`src/include/irq_status_pkg.sv`:
```
/*
  Shared constants for the status flag block: register offsets, flag bit
  positions, reset values and timing counts.
  Assumes a 10 MHz core clock and an 8-bit register port.
*/
package irq_status_pkg;

  // ****************************************************
  // Register offsets
  // ****************************************************
  localparam logic [7:0] STATUS_ONE_OFFSET = 8'h00; // Interrupt status one
  localparam logic [7:0] ENABLE_ONE_OFFSET = 8'h02; // Interrupt enable one
  localparam logic [7:0] FIFO_DATA_OFFSET = 8'h08; // FIFO data port
  localparam logic [7:0] FIFO_THRESH_OFFSET = 8'h09; // Almost-full threshold
  localparam logic [7:0] FIFO_CFG_OFFSET = 8'h0A; // FIFO configuration two
  localparam logic [7:0] SYS_CTRL_OFFSET = 8'h0D; // System control
  localparam logic [7:0] TEMP_INT_OFFSET = 8'h41; // Temperature integer
  localparam logic [7:0] TEMP_FRAC_OFFSET = 8'h42; // Temperature fraction

  // ****************************************************
  // Flag bit positions
  // ****************************************************
  localparam int ALMOST_FULL_BIT = 7; // FIFO almost full
  localparam int SAMPLE_READY_BIT = 6; // New sample stored
  localparam int AMBIENT_OVF_BIT = 5; // Ambient cancel overflow
  localparam int PROXIMITY_BIT = 4; // Proximity crossing
  localparam int LED_NONCOMP_BIT = 3; // LED non-compliance
  localparam int TEMP_DONE_BIT = 2; // Temperature conversion done
  localparam int SUPPLY_RANGE_BIT = 1; // Digital supply out of range
  localparam int POWER_UP_BIT = 0; // Analog supply undervoltage seen

  // Field positions in other registers
  localparam int CLR_ON_FIFO_READ_BIT = 3; // In FIFO configuration two
  localparam int SHUTDOWN_BIT_POS = 1; // In system control
  localparam int THRESH_WIDTH = 7; // Almost-full threshold width

  // ****************************************************
  // Reset values
  // ****************************************************
  localparam logic [7:0] STATUS_RESET = 8'h00; // All flags clear
  localparam logic [7:0] ENABLE_RESET = 8'h00; // All enables clear
  localparam logic [7:0] ENABLE_MASK = 8'hFE; // Bit 0 has no enable

  // ****************************************************
  // Timing
  // ****************************************************
  localparam int CLK_HZ = 10_000_000; // Core clock rate
  localparam int SUPPLY_DELAY_MS = 10; // Supply detection delay
  localparam int SUPPLY_DELAY_CYCLES = (CLK_HZ / 1000) * SUPPLY_DELAY_MS;

endpackage : irq_status_pkg

```
`src/design/supply_delay_timer.sv`:
```
/*
  Holds off the out-of-range supply event for the detection delay and then
  repeats it once per delay while the supply stays out of range.
  Assumes the range input is already synchronised to clk.
*/
`timescale 1ns/1ps
module supply_delay_timer #(
  parameter int DELAY_CYCLES = irq_status_pkg::SUPPLY_DELAY_CYCLES // Delay in clocks
) (
  input wire logic clk, // Core clock
  input wire logic rst_n, // Async reset, active low
  input wire logic out_of_range, // Synchronised supply fault level
  output logic fire // One-cycle event pulse
);

  // ****************************************************
  // Delay counter
  // ****************************************************
  logic [23:0] count_r; // Cycles spent out of range

  // Count while out of range, pulse and restart at the end of each delay
  always_ff @(posedge clk or negedge rst_n) begin
    if (!rst_n) begin
      count_r <= 24'h00_0000;
      fire <= 1'b0;
    end else if (!out_of_range) begin
      count_r <= 24'h00_0000;
      fire <= 1'b0;
    end else if (count_r == 24'(DELAY_CYCLES - 1)) begin
      count_r <= 24'h00_0000; // Re-arm while still out of range
      fire <= 1'b1;
    end else begin
      count_r <= count_r + 24'h00_0001;
      fire <= 1'b0;
    end
  end

endmodule : supply_delay_timer

```
`src/design/sensor_irq_status.sv`:
```
/*
  Eight sticky status flags, seven with enables (bit 0 has none), and the interrupt output, reached
  over a simple byte register port (address, read and write strobes).
  Assumes the serial front end decodes transfers into one-cycle strobes on
  clk and that the acquisition core gives one-cycle event pulses on clk.
  Supply fault and undervoltage come from analog pins and are synchronised.
*/
`timescale 1ns/1ps
module sensor_irq_status #(
  parameter int SUPPLY_DELAY_CYCLES = irq_status_pkg::SUPPLY_DELAY_CYCLES // Shorten in sim
) (
  input wire logic clk, // Core clock 10 MHz
  input wire logic rst_n, // Async reset, active low
  input wire logic [7:0] reg_addr, // Register address
  input wire logic reg_rd, // Read strobe, one cycle
  input wire logic reg_wr, // Write strobe, one cycle
  input wire logic [7:0] reg_wdata, // Write data
  output logic [7:0] reg_rdata, // Read data, registered
  input wire logic [6:0] fifo_count, // Samples held in FIFO
  input wire logic sample_stored, // Pulse: sample written to FIFO
  input wire logic ambient_light_cancellation_ovf, // Pulse: cancel hit limit
  input wire logic first_sequence_slot_cross, // Pulse: slot-one result crossed
  input wire logic sample_end, // Pulse: end of a sample
  input wire logic led_driver_compliant, // Level: LED driver compliant
  input wire logic temp_conv_done, // Pulse: temperature finished
  input wire logic [7:0] temp_int, // Temperature integer part
  input wire logic [3:0] temp_frac, // Temperature fraction
  input wire logic supply_out_of_range_pin, // Async digital supply fault
  input wire logic analog_uvlo_pin, // Async analog undervoltage
  output logic sequence_start, // Exposure sequence may run
  output logic shutdown_bit, // Shutdown control
  output logic int_out // Interrupt request, high active
);

  // ****************************************************
  // Register state
  // ****************************************************
  logic [7:0] status_r; // Sticky flags
  logic [7:0] status_nxt; // Flags after this edge
  logic [7:0] enable_r; // Interrupt enables
  logic [6:0] thresh_r; // Almost-full threshold
  logic clear_status_on_fifo_read; // FIFO read clears almost-full and sample-ready flags
  logic prox_active_r; // Waiting for proximity crossing
  logic [1:0] oor_sync_r; // Supply fault synchroniser
  logic [1:0] uvlo_sync_r; // Undervoltage synchroniser
  logic uvlo_seen_r; // Previous synchronised undervoltage
  logic supply_fire; // Supply event pulse
  logic [7:0] set_vec; // Flag set events this cycle
  logic [7:0] clr_vec; // Flag clears this cycle

  // Read strobes decoded
  wire status_rd = reg_rd && (reg_addr == irq_status_pkg::STATUS_ONE_OFFSET);
  wire fifo_rd = reg_rd && (reg_addr == irq_status_pkg::FIFO_DATA_OFFSET);
  wire temp_rd = reg_rd && ((reg_addr == irq_status_pkg::TEMP_INT_OFFSET) ||
                            (reg_addr == irq_status_pkg::TEMP_FRAC_OFFSET));

  // ****************************************************
  // Pin synchronisers
  // ****************************************************
  always_ff @(posedge clk or negedge rst_n) begin
    if (!rst_n) begin
      oor_sync_r <= 2'h0;
      uvlo_sync_r <= 2'h0;
      uvlo_seen_r <= 1'b0;
    end else begin
      oor_sync_r <= {oor_sync_r[0], supply_out_of_range_pin};
      uvlo_sync_r <= {uvlo_sync_r[0], analog_uvlo_pin};
      uvlo_seen_r <= uvlo_sync_r[1];
    end
  end

  // Delay and repeat for the supply fault
  supply_delay_timer #(.DELAY_CYCLES(SUPPLY_DELAY_CYCLES)) u_supply_timer (
    .clk(clk),
    .rst_n(rst_n),
    .out_of_range(oor_sync_r[1]),
    .fire(supply_fire)
  );

  // ****************************************************
  // Flag events
  // ****************************************************
  // Event sources per flag
  always_comb begin
    set_vec = 8'h00;
    set_vec[irq_status_pkg::ALMOST_FULL_BIT] = sample_stored && ((fifo_count + 7'h01) > thresh_r);
    set_vec[irq_status_pkg::SAMPLE_READY_BIT] = sample_stored;
    set_vec[irq_status_pkg::AMBIENT_OVF_BIT] = ambient_light_cancellation_ovf;
    set_vec[irq_status_pkg::PROXIMITY_BIT] = first_sequence_slot_cross && prox_active_r;
    set_vec[irq_status_pkg::LED_NONCOMP_BIT] = sample_end && !led_driver_compliant;
    set_vec[irq_status_pkg::TEMP_DONE_BIT] = temp_conv_done;
    set_vec[irq_status_pkg::SUPPLY_RANGE_BIT] = supply_fire;
    set_vec[irq_status_pkg::POWER_UP_BIT] = uvlo_sync_r[1] && !uvlo_seen_r;
  end

  // Clear sources per flag
  always_comb begin
    clr_vec = {8{status_rd}};
    if (fifo_rd && clear_status_on_fifo_read) begin
      clr_vec[irq_status_pkg::ALMOST_FULL_BIT] = 1'b1;
      clr_vec[irq_status_pkg::SAMPLE_READY_BIT] = 1'b1;
    end
    if (temp_rd) begin
      clr_vec[irq_status_pkg::TEMP_DONE_BIT] = 1'b1;
    end
    if (shutdown_bit) begin
      clr_vec[irq_status_pkg::POWER_UP_BIT] = 1'b1;
    end
  end

  // Next value per flag, set wins over clear so no event is lost
  genvar gi;
  generate
    for (gi = 0; gi < 8; gi++) begin : g_flag
      assign status_nxt[gi] = set_vec[gi] || (status_r[gi] && !clr_vec[gi]);
    end
  endgenerate

  // Sticky flag register, one process so every bit has one driver
  always_ff @(posedge clk or negedge rst_n) begin
    if (!rst_n) begin
      status_r <= irq_status_pkg::STATUS_RESET;
    end else begin
      status_r <= status_nxt;
    end
  end

  // ****************************************************
  // Writable control registers
  // ****************************************************
  always_ff @(posedge clk or negedge rst_n) begin
    if (!rst_n) begin
      enable_r <= irq_status_pkg::ENABLE_RESET;
      thresh_r <= 7'h00;
      clear_status_on_fifo_read <= 1'b0;
      shutdown_bit <= 1'b0;
    end else if (reg_wr) begin
      case (reg_addr)
        irq_status_pkg::ENABLE_ONE_OFFSET: enable_r <= reg_wdata & irq_status_pkg::ENABLE_MASK;
        irq_status_pkg::FIFO_THRESH_OFFSET: thresh_r <= reg_wdata[6:0];
        irq_status_pkg::FIFO_CFG_OFFSET: clear_status_on_fifo_read <=
          reg_wdata[irq_status_pkg::CLR_ON_FIFO_READ_BIT];
        irq_status_pkg::SYS_CTRL_OFFSET: shutdown_bit <= reg_wdata[irq_status_pkg::SHUTDOWN_BIT_POS];
        default: ; // Status register is read-only
      endcase
    end
  end

  // ****************************************************
  // Proximity gating
  // ****************************************************
  // Wait for the crossing only while proximity is enabled
  always_ff @(posedge clk or negedge rst_n) begin
    if (!rst_n) begin
      prox_active_r <= 1'b0;
    end else if (reg_wr && reg_addr == irq_status_pkg::ENABLE_ONE_OFFSET) begin
      prox_active_r <= reg_wdata[irq_status_pkg::PROXIMITY_BIT]; // Arm from the new enable value
    end else if (!enable_r[irq_status_pkg::PROXIMITY_BIT]) begin
      prox_active_r <= 1'b0;
    end else if (first_sequence_slot_cross) begin
      prox_active_r <= 1'b0;
    end
  end

  assign sequence_start = !prox_active_r;

  // ****************************************************
  // Read data and interrupt
  // ****************************************************
  // Captures pre-clear value of status on the read edge
  always_ff @(posedge clk or negedge rst_n) begin
    if (!rst_n) begin
      reg_rdata <= 8'h00;
    end else if (reg_rd) begin
      case (reg_addr)
        irq_status_pkg::STATUS_ONE_OFFSET: reg_rdata <= status_r;
        irq_status_pkg::ENABLE_ONE_OFFSET: reg_rdata <= enable_r;
        irq_status_pkg::FIFO_THRESH_OFFSET: reg_rdata <= {1'b0, thresh_r};
        irq_status_pkg::FIFO_CFG_OFFSET: reg_rdata <=
          8'(clear_status_on_fifo_read) << irq_status_pkg::CLR_ON_FIFO_READ_BIT;
        irq_status_pkg::SYS_CTRL_OFFSET: reg_rdata <= 8'(shutdown_bit) << irq_status_pkg::SHUTDOWN_BIT_POS;
        irq_status_pkg::TEMP_INT_OFFSET: reg_rdata <= temp_int;
        irq_status_pkg::TEMP_FRAC_OFFSET: reg_rdata <= {4'h0, temp_frac};
        default: reg_rdata <= 8'h00;
      endcase
    end
  end

  // Interrupt from enabled flags
  assign int_out = |(status_r & enable_r);
endmodule : sensor_irq_status

```
`config.mk`:
```
export PLATFORM = sky130hd
export DESIGN_NAME = sensor_irq_status
export DESIGN_NICKNAME = d
export VERILOG_FILES = /design/src/include/irq_status_pkg.sv /design/src/design/supply_delay_timer.sv /design/src/design/sensor_irq_status.sv
export SDC_FILE = /design/constraint.sdc
export NUM_CORES = 1
export LEC_CHECK = 0
export BUFFER_PORTS_ARGS = -buffer_cell sky130_fd_sc_hd__buf_2
export CAP_MARGIN = 20
export CORE_ASPECT_RATIO = 1.75
export CORE_UTILIZATION = 53
export DETAILED_ROUTE_END_ITERATION = 8
export PLACE_DENSITY = 0.82
export SYNTH_ARGS = -nofsm -noshare
export SYNTH_HDL_FRONTEND = slang
export SYNTH_HIERARCHICAL = 1
export SYNTH_SLANG_ARGS = --single-unit
```
`constraint.sdc`:
```
create_clock -name clk -period 2.1 [get_ports clk]
set_input_delay 0.105 -clock clk [delete_from_list [all_inputs] [get_ports clk]]
set_output_delay 0.105 -clock clk [all_outputs]
set_load 0.02 [all_outputs]
```
==> qor.txt, run 1 <==
outcome -> complete, no violations
CTS tree -> built
Pleak -> 1.84 nW
Final setup viols -> 0
post-synth top area share -> 46.2%
Min-Delay Startpoint -> reg_wdata[1]
setup repair after global routing missed its margin -> no
Hold Crit Class -> in2reg
clock slew at reported path FFs -> 80 ps
fin crit share -> 93.4%
CP Launch Type -> register
1st-iter DRT viols -> 206
top cell type by total area after synthesis -> dfrtp_1
Routed Wire Length -> 8340 um
syn_area_per_cell -> 10.2 sq um
Num CTS Buffers -> 9
largest family of logic cells by synthesized area -> simple AND/OR/NAND/NOR gates
Async SR Flop Fraction -> 100%
Die Span X -> 62.7 um
worst hold slack -> 44.9 ps
Initial Util -> 54.8%
ANT nets after route -> 0
Peak Freq -> 510 MHz
Post-Synth Simple-Gate Area -> 21.3%
Root Driver -> clkbuf_8
setup_tns -> 0 ps
YS warnings -> 6
worst-path maximum fanout -> 8
Post-Syn Instances -> 333
via count -> 2,947
area delta synth->final -> 21.6%
top post-synthesis cells by area -> dfrtp_1 (46%), mux2_2 (4.6%), xnor2_1 (3.9%)
initial antenna violation count -> 0
max_cap viols -> 0
NumNets Final -> 466
Cells after DPL -> 468
die height -> 108 um
Post-synth EDFFs -> 0
Yosys cell types -> 54
number of H-tree levels -> 3
worst r2r src -> u_supply_timer/count_r[0]$_DFF_PN0_
reg2reg path depth -> 5
Max Slew Vio Count -> 0
Cell Area, Synth -> 3410 sq um
power density over cell area -> 637 nW/um^2
Avg WL per Cell -> 16.8 um
first-pass GRT wire length -> 13,800 um
post-DR vias/cell -> 5.95
number of antenna diodes -> 0
Seq/Total Area, Yosys -> 46.2%
Hold Path End -> enable_r[1]$_DFFE_PN0P_
worst reg2reg setup slack -> 140 ps
FF-to-FF End -> u_supply_timer/count_r[20]$_DFF_PN0_
worst skew pair latency -> 340 ps
min Tclk post-route -> 1960 ps
Final Core Density -> 66.6%
worst slew pin tran -> 655 ps
xor/xnor share of the synthesized area -> 5.13%
largest net degree at the start of global routing -> 64
Rows -> 38
kind of critical path -> reg2reg
Peak VDD IR -> 0.000562 V
GRT Util Overall -> 26.9%
Rel. slew slack -> 55.7%
vias in the first global route -> 2,968
Worst Path Required -> 2370 ps
skew final -> 9.41 ps
Core Region -> 6230 sq um
WHS Path Cells -> 2
share of cells above drive strength 1 -> 26.7%
Hold Fails Final Rpt -> 0
Final Non-Filler Cells -> 495
register bit count reported by yosys -> 63
Synth Area in Adders -> 3.30%
DP Worst Slack -> 95.2 ps
I/O Pins -> 58
post-synthesis mux area share -> 5.79%
Residual DRC -> 0
clk sink count -> 63
dpl hpwl -> 6180 um
Placer Congestion -> 0.955
prevailing post-synth register cell -> dfrtp_1
Worst Path Arrival -> 2230 ps
Critical Path End Type -> register
First-pass DRT Iterations -> 4
syn nets -> 389
IO buf count -> 57
DIE AREA -> 6770 sq um
total gr overflow -> 0
Compound-Gate Fraction of Synth Area -> 15.0%
clock tree buffer depth -> 2
PnR worst setup slack -> 138 ps
setup bufs post-CTS -> 0
==> state kept, by name (all words and copies together), names as in the netlist, 2 cells and up <==
signal / flops
enable_r: 7
uvlo_sync_r: 2
u_supply_timer/count_r: 24
status_r: 8
thresh_r: 7
reg_rdata: 8
oor_sync_r: 2
==> cells in the final DEF (no fill, tap or decap), types with 3 or more instances in the layout <==
| cell | n |
|---|---|
| a21o_1 | 5 |
| a21oi_1 | 13 |
| a221oi_1 | 3 |
| a22o_1 | 6 |
| a22oi_1 | 7 |
| a2bb2oi_1 | 3 |
| a32o_1 | 3 |
| and2_1 | 6 |
| buf_2 | 57 |
| buf_4 | 9 |
| clkbuf_8 | 9 |
| dfrtp_1 | 63 |
| dlygate4sd3_1 | 11 |
| ha_1 | 9 |
| inv_1 | 16 |
| mux2_2 | 14 |
| mux2i_1 | 4 |
| nand2_1 | 18 |
| nand3_1 | 12 |
| nand3b_1 | 5 |
| nand4_1 | 12 |
| nand4_2 | 3 |
| nor2_1 | 27 |
| nor2b_1 | 4 |
| nor3_1 | 8 |
| nor4_1 | 7 |
| o21ai_0 | 8 |
| o2bb2ai_1 | 3 |
| o31ai_1 | 5 |
| or3_1 | 6 |
| or4_1 | 4 |
| xnor2_1 | 15 |
| xor2_1 | 5 |
==> how the worst max path moves through the flow <==
| stage | from | endpoint | slack, ps | depth (start not counted) |
|---|---|---|---|---|
| 2_1_floorplan | u_supply_timer/count_r[0]$_DFF_PN0_ | u_supply_timer/count_r[20]$_DFF_PN0_ | 130 | 6 |
| 3_3_place_gp | u_supply_timer/count_r[0]$_DFF_PN0_ | u_supply_timer/count_r[20]$_DFF_PN0_ | 180 | 5 |
| 3_5_place_dp | u_supply_timer/count_r[0]$_DFF_PN0_ | u_supply_timer/count_r[20]$_DFF_PN0_ | 100 | 5 |
| 4_1_cts | u_supply_timer/count_r[0]$_DFF_PN0_ | u_supply_timer/count_r[20]$_DFF_PN0_ | 70 | 5 |
| 5_1_grt | u_supply_timer/count_r[7]$_DFF_PN0_ | u_supply_timer/count_r[23]$_DFF_PN0_ | 60 | 4 |
| 6_report | u_supply_timer/count_r[0]$_DFF_PN0_ | u_supply_timer/count_r[20]$_DFF_PN0_ | 140 | 5 |
==> final cells by class <==
type | instances | area [sq um]
tap | 80 | 100
inverter | 16 | 60.1
clock inverter | 7 | 80.1
clock buffer | 9 | 124
multi-input combinational | 242 | 1730
sequential | 63 | 1580
timing repair buffer | 78 | 483
fill | 477 | 2080
==> layer usage <==
metal	routed length (um)	GRT usage, %	vias to the layer above
li1	-	-	1406
met3	375	6.12	37
met1	2990	26.7	1394
met2	4500	48.8	110
met5	0	0	-
met4	478	19.1	0
==> worst max-delay path: stages (launching register included) <==
cell     delay, ps
dfrtp_1        420
ha_1           260
nand4_2        130
or3_4          450
or4_1          480
a21oi_1        150
==> stage by stage <==
stage                     area [sq um]  power (mW)
after CTS                         4150        2.66
after detailed placement          3830        1.58
after global routing              4150        2.77
final                             4150        2.64
after global placement            3830        1.57
after floorplan                   3410        1.44
==> cell families (layout without fill, tap and decap cells) <==
group           after synthesis  in the layout
simple gates                126            126
compound gates               69             69
flops                        63             63
buf+inv                      28            110
xor+xnor                     20             20
mux                          18             18
fa+ha+maj                     9              9
==> timing repair <==
action,4_1_cts,5_1_grt
endpoints found under the setup margin,0,1
endpoints found under the hold margin,73,0
resized for setup,0,1
hold buffers,11,0
==> power breakdown <==
part	total, mW	internal, mW	switching [mW]	leakage (nW)
Clock	1.07	0.559	0.507	0.0964
Combinational	0.303	0.134	0.170	0.924
Sequential	1.27	1.25	0.0267	0.822
==> synthesized netlist by cell type (all sizes together), types with 4 or more instances <==
library cell / n
o21ai: 8
nand2: 18
clkbuf: 4
a22oi: 7
ha: 9
mux2i: 4
a22o: 6
inv: 16
nor2b: 4
nor3: 8
xnor2: 15
buf: 8
nand3b: 5
nor4: 8
a21oi: 13
and2: 6
mux2: 14
xor2: 5
or3: 7
nand4: 16
dfrtp: 63
nand3: 13
nor2: 28
o31ai: 5
or4: 5
a21o: 5
Note: power is estimated with default switching activity, not from simulation.
==> run 2, diff against run 1 <==
--- a/config.mk
+++ b/config.mk
@@ -5,12 +5,13 @@
 export SDC_FILE = /design/constraint.sdc
 export NUM_CORES = 1
 export LEC_CHECK = 0
+export ABC_AREA = 1
 export BUFFER_PORTS_ARGS = -buffer_cell sky130_fd_sc_hd__buf_2
 export CAP_MARGIN = 20
 export CORE_ASPECT_RATIO = 1.75
 export CORE_UTILIZATION = 53
 export DETAILED_ROUTE_END_ITERATION = 8
-export PLACE_DENSITY = 0.82
+export PLACE_DENSITY = 0.81
 export SYNTH_ARGS = -nofsm -noshare
 export SYNTH_HDL_FRONTEND = slang
 export SYNTH_HIERARCHICAL = 1
==> run 2 against run 1 <==
Core utilization down 1.8 points. Synthesized cell count grew 46%. Global-route usage rose by 0.30 points. Combinational power down 11%. Design area grew 7.1%. Sequential power about the same. Clock-buffer cell count up 2. Clock power rose by 32%. Total power increased by 12%. First-iteration DRC count down 13%. Sequential share of layout area fell by 2.5 points. Area after synthesis rose by 9.5%. Largest power group is now clock.
==> qor.txt, run 2 <==
Num CTS Buffers -> 9 (unchanged)
Root Driver -> clkbuf_16 (was clkbuf_8)
power density over cell area -> 663 nW/um^2 (was 637 nW/um^2)
Rel. slew slack -> 45.7% (was 55.7%)
Top Registers -> u_supply_timer/count_r x24, reg_rdata x8, status_r x8 (unchanged)
setup repair after global routing missed its margin -> no (unchanged)
Peak Freq -> 620 MHz (was 510 MHz)
Largest Register -> u_supply_timer/count_r (unchanged)
CP top delay family -> flip-flops (was simple AND/OR/NAND/NOR gates)
DIE AREA -> 7400 sq um (was 6770 sq um)
die height -> 113 um (was 108 um)
PostCTS Resize Cnt -> 0 (unchanged)
Rows -> 40 (was 38)
ANT nets after route -> 0 (unchanged)
clock tree buffer depth -> 2 (unchanged)
min Tclk post-route -> 1610 ps (was 1960 ps)
CTS Hold Buffers Added -> 8 (was 11)
met2 usage in global routing -> 52.8% (was 48.8%)
top cells by count, synth -> nand2_1 (139), nor2_1 (73), dfrtp_1 (63), inv_1 (54), nand3_1 (35) (was dfrtp_1 (63), nor2_1 (27), nand2_1 (18), inv_1 (16), xnor2_1 (15))
Routed Wire Length -> 9220 um (was 8340 um)
fin crit share -> 76.8% (was 93.4%)
vias in the first global route -> 3,424 (was 2,968)
CTS tree -> built (unchanged)
max_cap viols -> 0 (unchanged)
area delta synth->final -> 19.0% (was 21.6%)
syn_area_per_cell -> 7.67 sq um (was 10.2 sq um)
kind of critical path -> reg2out (was reg2reg)
GR peak layer -> met2 (unchanged)
top-count cell post-synth -> nand2_1 (was dfrtp_1)
via count -> 3,382 (was 2,947)
Hold Crit Class -> in2reg (unchanged)
outcome -> complete, no violations (unchanged)
Core Region -> 6860 sq um (was 6230 sq um)
Hold Fails Final Rpt -> 0 (unchanged)
Async SR Flop Fraction -> 100% (unchanged)
Avg WL per Cell -> 14.3 um (was 16.8 um)
NumNets Final -> 615 (was 466)
Yosys cell types -> 35 (was 54)
post-synth top area share -> 42.2% (was 46.2%)
skew final -> 6.03 ps (was 9.41 ps)
met3 usage -> 4.64% (was 6.12%)
setup_tns -> 0 ps (unchanged)
initial antenna violation count -> 0 (unchanged)
Seq/Total Area, Yosys -> 42.2% (was 46.2%)
Worst Path Required -> 2000 ps (was 2370 ps)
Residual DRC -> 0 (unchanged)
Initial Util -> 54.5% (was 54.8%)
IO buf count -> 57 (unchanged)
largest net degree at the start of global routing -> 64 (unchanged)
top cell type by total area after synthesis -> dfrtp_1 (unchanged)
prevailing post-synth register cell -> dfrtp_1 (unchanged)
post-DR vias/cell -> 5.23 (was 5.95)
top post-synthesis cells by area -> dfrtp_1 (42%), nand2_1 (14%), nor2_1 (7.3%) (was dfrtp_1 (46%), mux2_2 (4.6%), xnor2_1 (3.9%))
Max Slew Vio Count -> 0 (unchanged)
Pleak -> 2.23 nW (was 1.84 nW)
clock slew at reported path FFs -> 50 ps (was 80 ps)
CP most frequent cell -> nand2_1
setup bufs post-CTS -> 0 (unchanged)
syn nets -> 543 (was 389)
dpl cell area -> 4090 sq um (was 3830 sq um)
WP buf/inv -> 1 (was 0)
First-pass DRT Iterations -> 5 (was 4)
YS warnings -> 6 (unchanged)
max reg flops -> 24 (unchanged)
most frequent cells in the layout -> nand2_1 (139), nor2_1 (73), dfrtp_1 (63) (was dfrtp_1 (63), buf_2 (57), nor2_1 (27))
dpl hpwl -> 7030 um (was 6180 um)
number of antenna diodes -> 0 (unchanged)
clk sink count -> 63 (unchanged)
number of H-tree levels -> 3 (unchanged)
Post-synth EDFFs -> 0 (unchanged)
Placer Congestion -> 0.921 (was 0.955)
Final setup viols -> 0 (unchanged)
M1 GR Usage -> 24.1% (was 26.7%)
CP Launch Type -> register (unchanged)
total gr overflow -> 0 (unchanged)
register bit count reported by yosys -> 63 (unchanged)
Die Span X -> 65.5 um (was 62.7 um)
worst path cell trace -> nand2_1 -> nand2_1 -> a221oi_1 -> nand4_1 -> buf_2 (was ha_1 -> nand4_2 -> or3_4 -> or4_1 -> a21oi_1)
GRT Util Overall -> 27.2% (was 26.9%)
slowest stage cell on the critical path -> dfrtp_1 (was or4_1)
1st-iter DRT viols -> 180 (was 206)
final instance area -> 4450 sq um (was 4150 sq um)
Peak VDD IR -> 0.000577 V (was 0.000562 V)
share of cells above drive strength 1 -> 21.1% (was 26.7%)
commonest non-fill, non-tap cell in the layout -> nand2_1 (was dfrtp_1)
Post-Syn Instances -> 487 (was 333)
Final Core Density -> 64.9% (was 66.6%)
Max stage delay on crit path -> 420 ps (was 480 ps)
worst skew pair latency -> 320 ps (was 340 ps)
worst slew pin tran -> 814 ps (was 655 ps)
Worst Path Arrival -> 1510 ps (was 2230 ps)
Critical Path End Type -> primary output (was register)
I/O Pins -> 58 (unchanged)
Cell Area, Synth -> 3740 sq um (was 3410 sq um)
first-pass GRT wire length -> 15,000 um (was 13,800 um)
worst-path maximum fanout -> 3 (was 8)
Fillers -> 603 (was 477)
==> run 2: where the power goes <==
| part | switching [mW] | total [mW] | leakage [nW] | internal (mW) |
|---|---|---|---|---|
| combinational | 0.168 | 0.270 | 1.29 | 0.102 |
| sequential | 0.0254 | 1.27 | 0.811 | 1.25 |
| clock | 0.499 | 1.41 | 0.135 | 0.907 |
| total | 0.692 | 2.95 | 2.23 | 2.26 |
==> run 2: metal layers <==
layer	up-vias	routed length [um]
met5	-	0
met4	0	541
met3	37	268
met2	93	5220
met1	1578	3190
li1	1674	-
==> run 2: final timing paths <==
| kind | startpoint | to | slack, ps | cells after the start |
|---|---|---|---|---|
| max | status_r[7]$_DFF_PN0_ | int_out | 490 | 5 |
| min in group asynchronous | rst_n | clear_status_on_fifo_read$_DFFE_PN0P_ | 490 | 3 |
| max reg2reg | u_supply_timer/count_r[0]$_DFF_PN0_ | u_supply_timer/count_r[16]$_DFF_PN0_ | 510 | 8 |
| min | reg_wdata[3] | clear_status_on_fifo_read$_DFFE_PN0P_ | 10 | 3 |
| max in group asynchronous | rst_n | u_supply_timer/count_r[18]$_DFF_PN0_ | 1080 | 3 |
| min reg2reg | oor_sync_r[0]$_DFF_PN0_ | oor_sync_r[1]$_DFF_PN0_ | 350 | 0 |
==> run 2: area by class of cell <==
type	instances	area, sq um	share of cell area, %
sequential	63	1580	35.5
tap	84	105	2.36
inverter	59	226	5.09
timing repair buffer	66	373	8.38
clock inverter	4	47.5	1.07
clock buffer	11	233	5.23
multi-input combinational	360	1890	42.4
==> run 2: cell families after synthesis <==
family	after synthesis	share of synthesized area, %
and+or+nand+nor	293	36.3
buffers and inverters	64	7.36
adders and majority gates	9	3.01
AOI/OAI and AO/OA	42	7.37
xor gates and xnor gates	16	3.75
DFF	63	42.2
==> run 2: tightest hold or removal path, stage by stage <==
cell and delay [ps]:
buf_2 90, nand2_1 40, o21ai_0 60
==> run 2: through the flow <==
step | instances | setup slack (ps) | hold WS (ps) | total power [mW]
4_1_cts | 647 | 499 | 9.08 | 2.98
6_report | 647 | 488 | 13.8 | 2.95
2_1_floorplan | 487 | 664 | -191 | 1.42
5_1_grt | 647 | 326 | 24.2 | 3.06
3_3_place_gp | 624 | 490 | 216 | 1.54
3_5_place_dp | 624 | 381 | 218 | 1.55
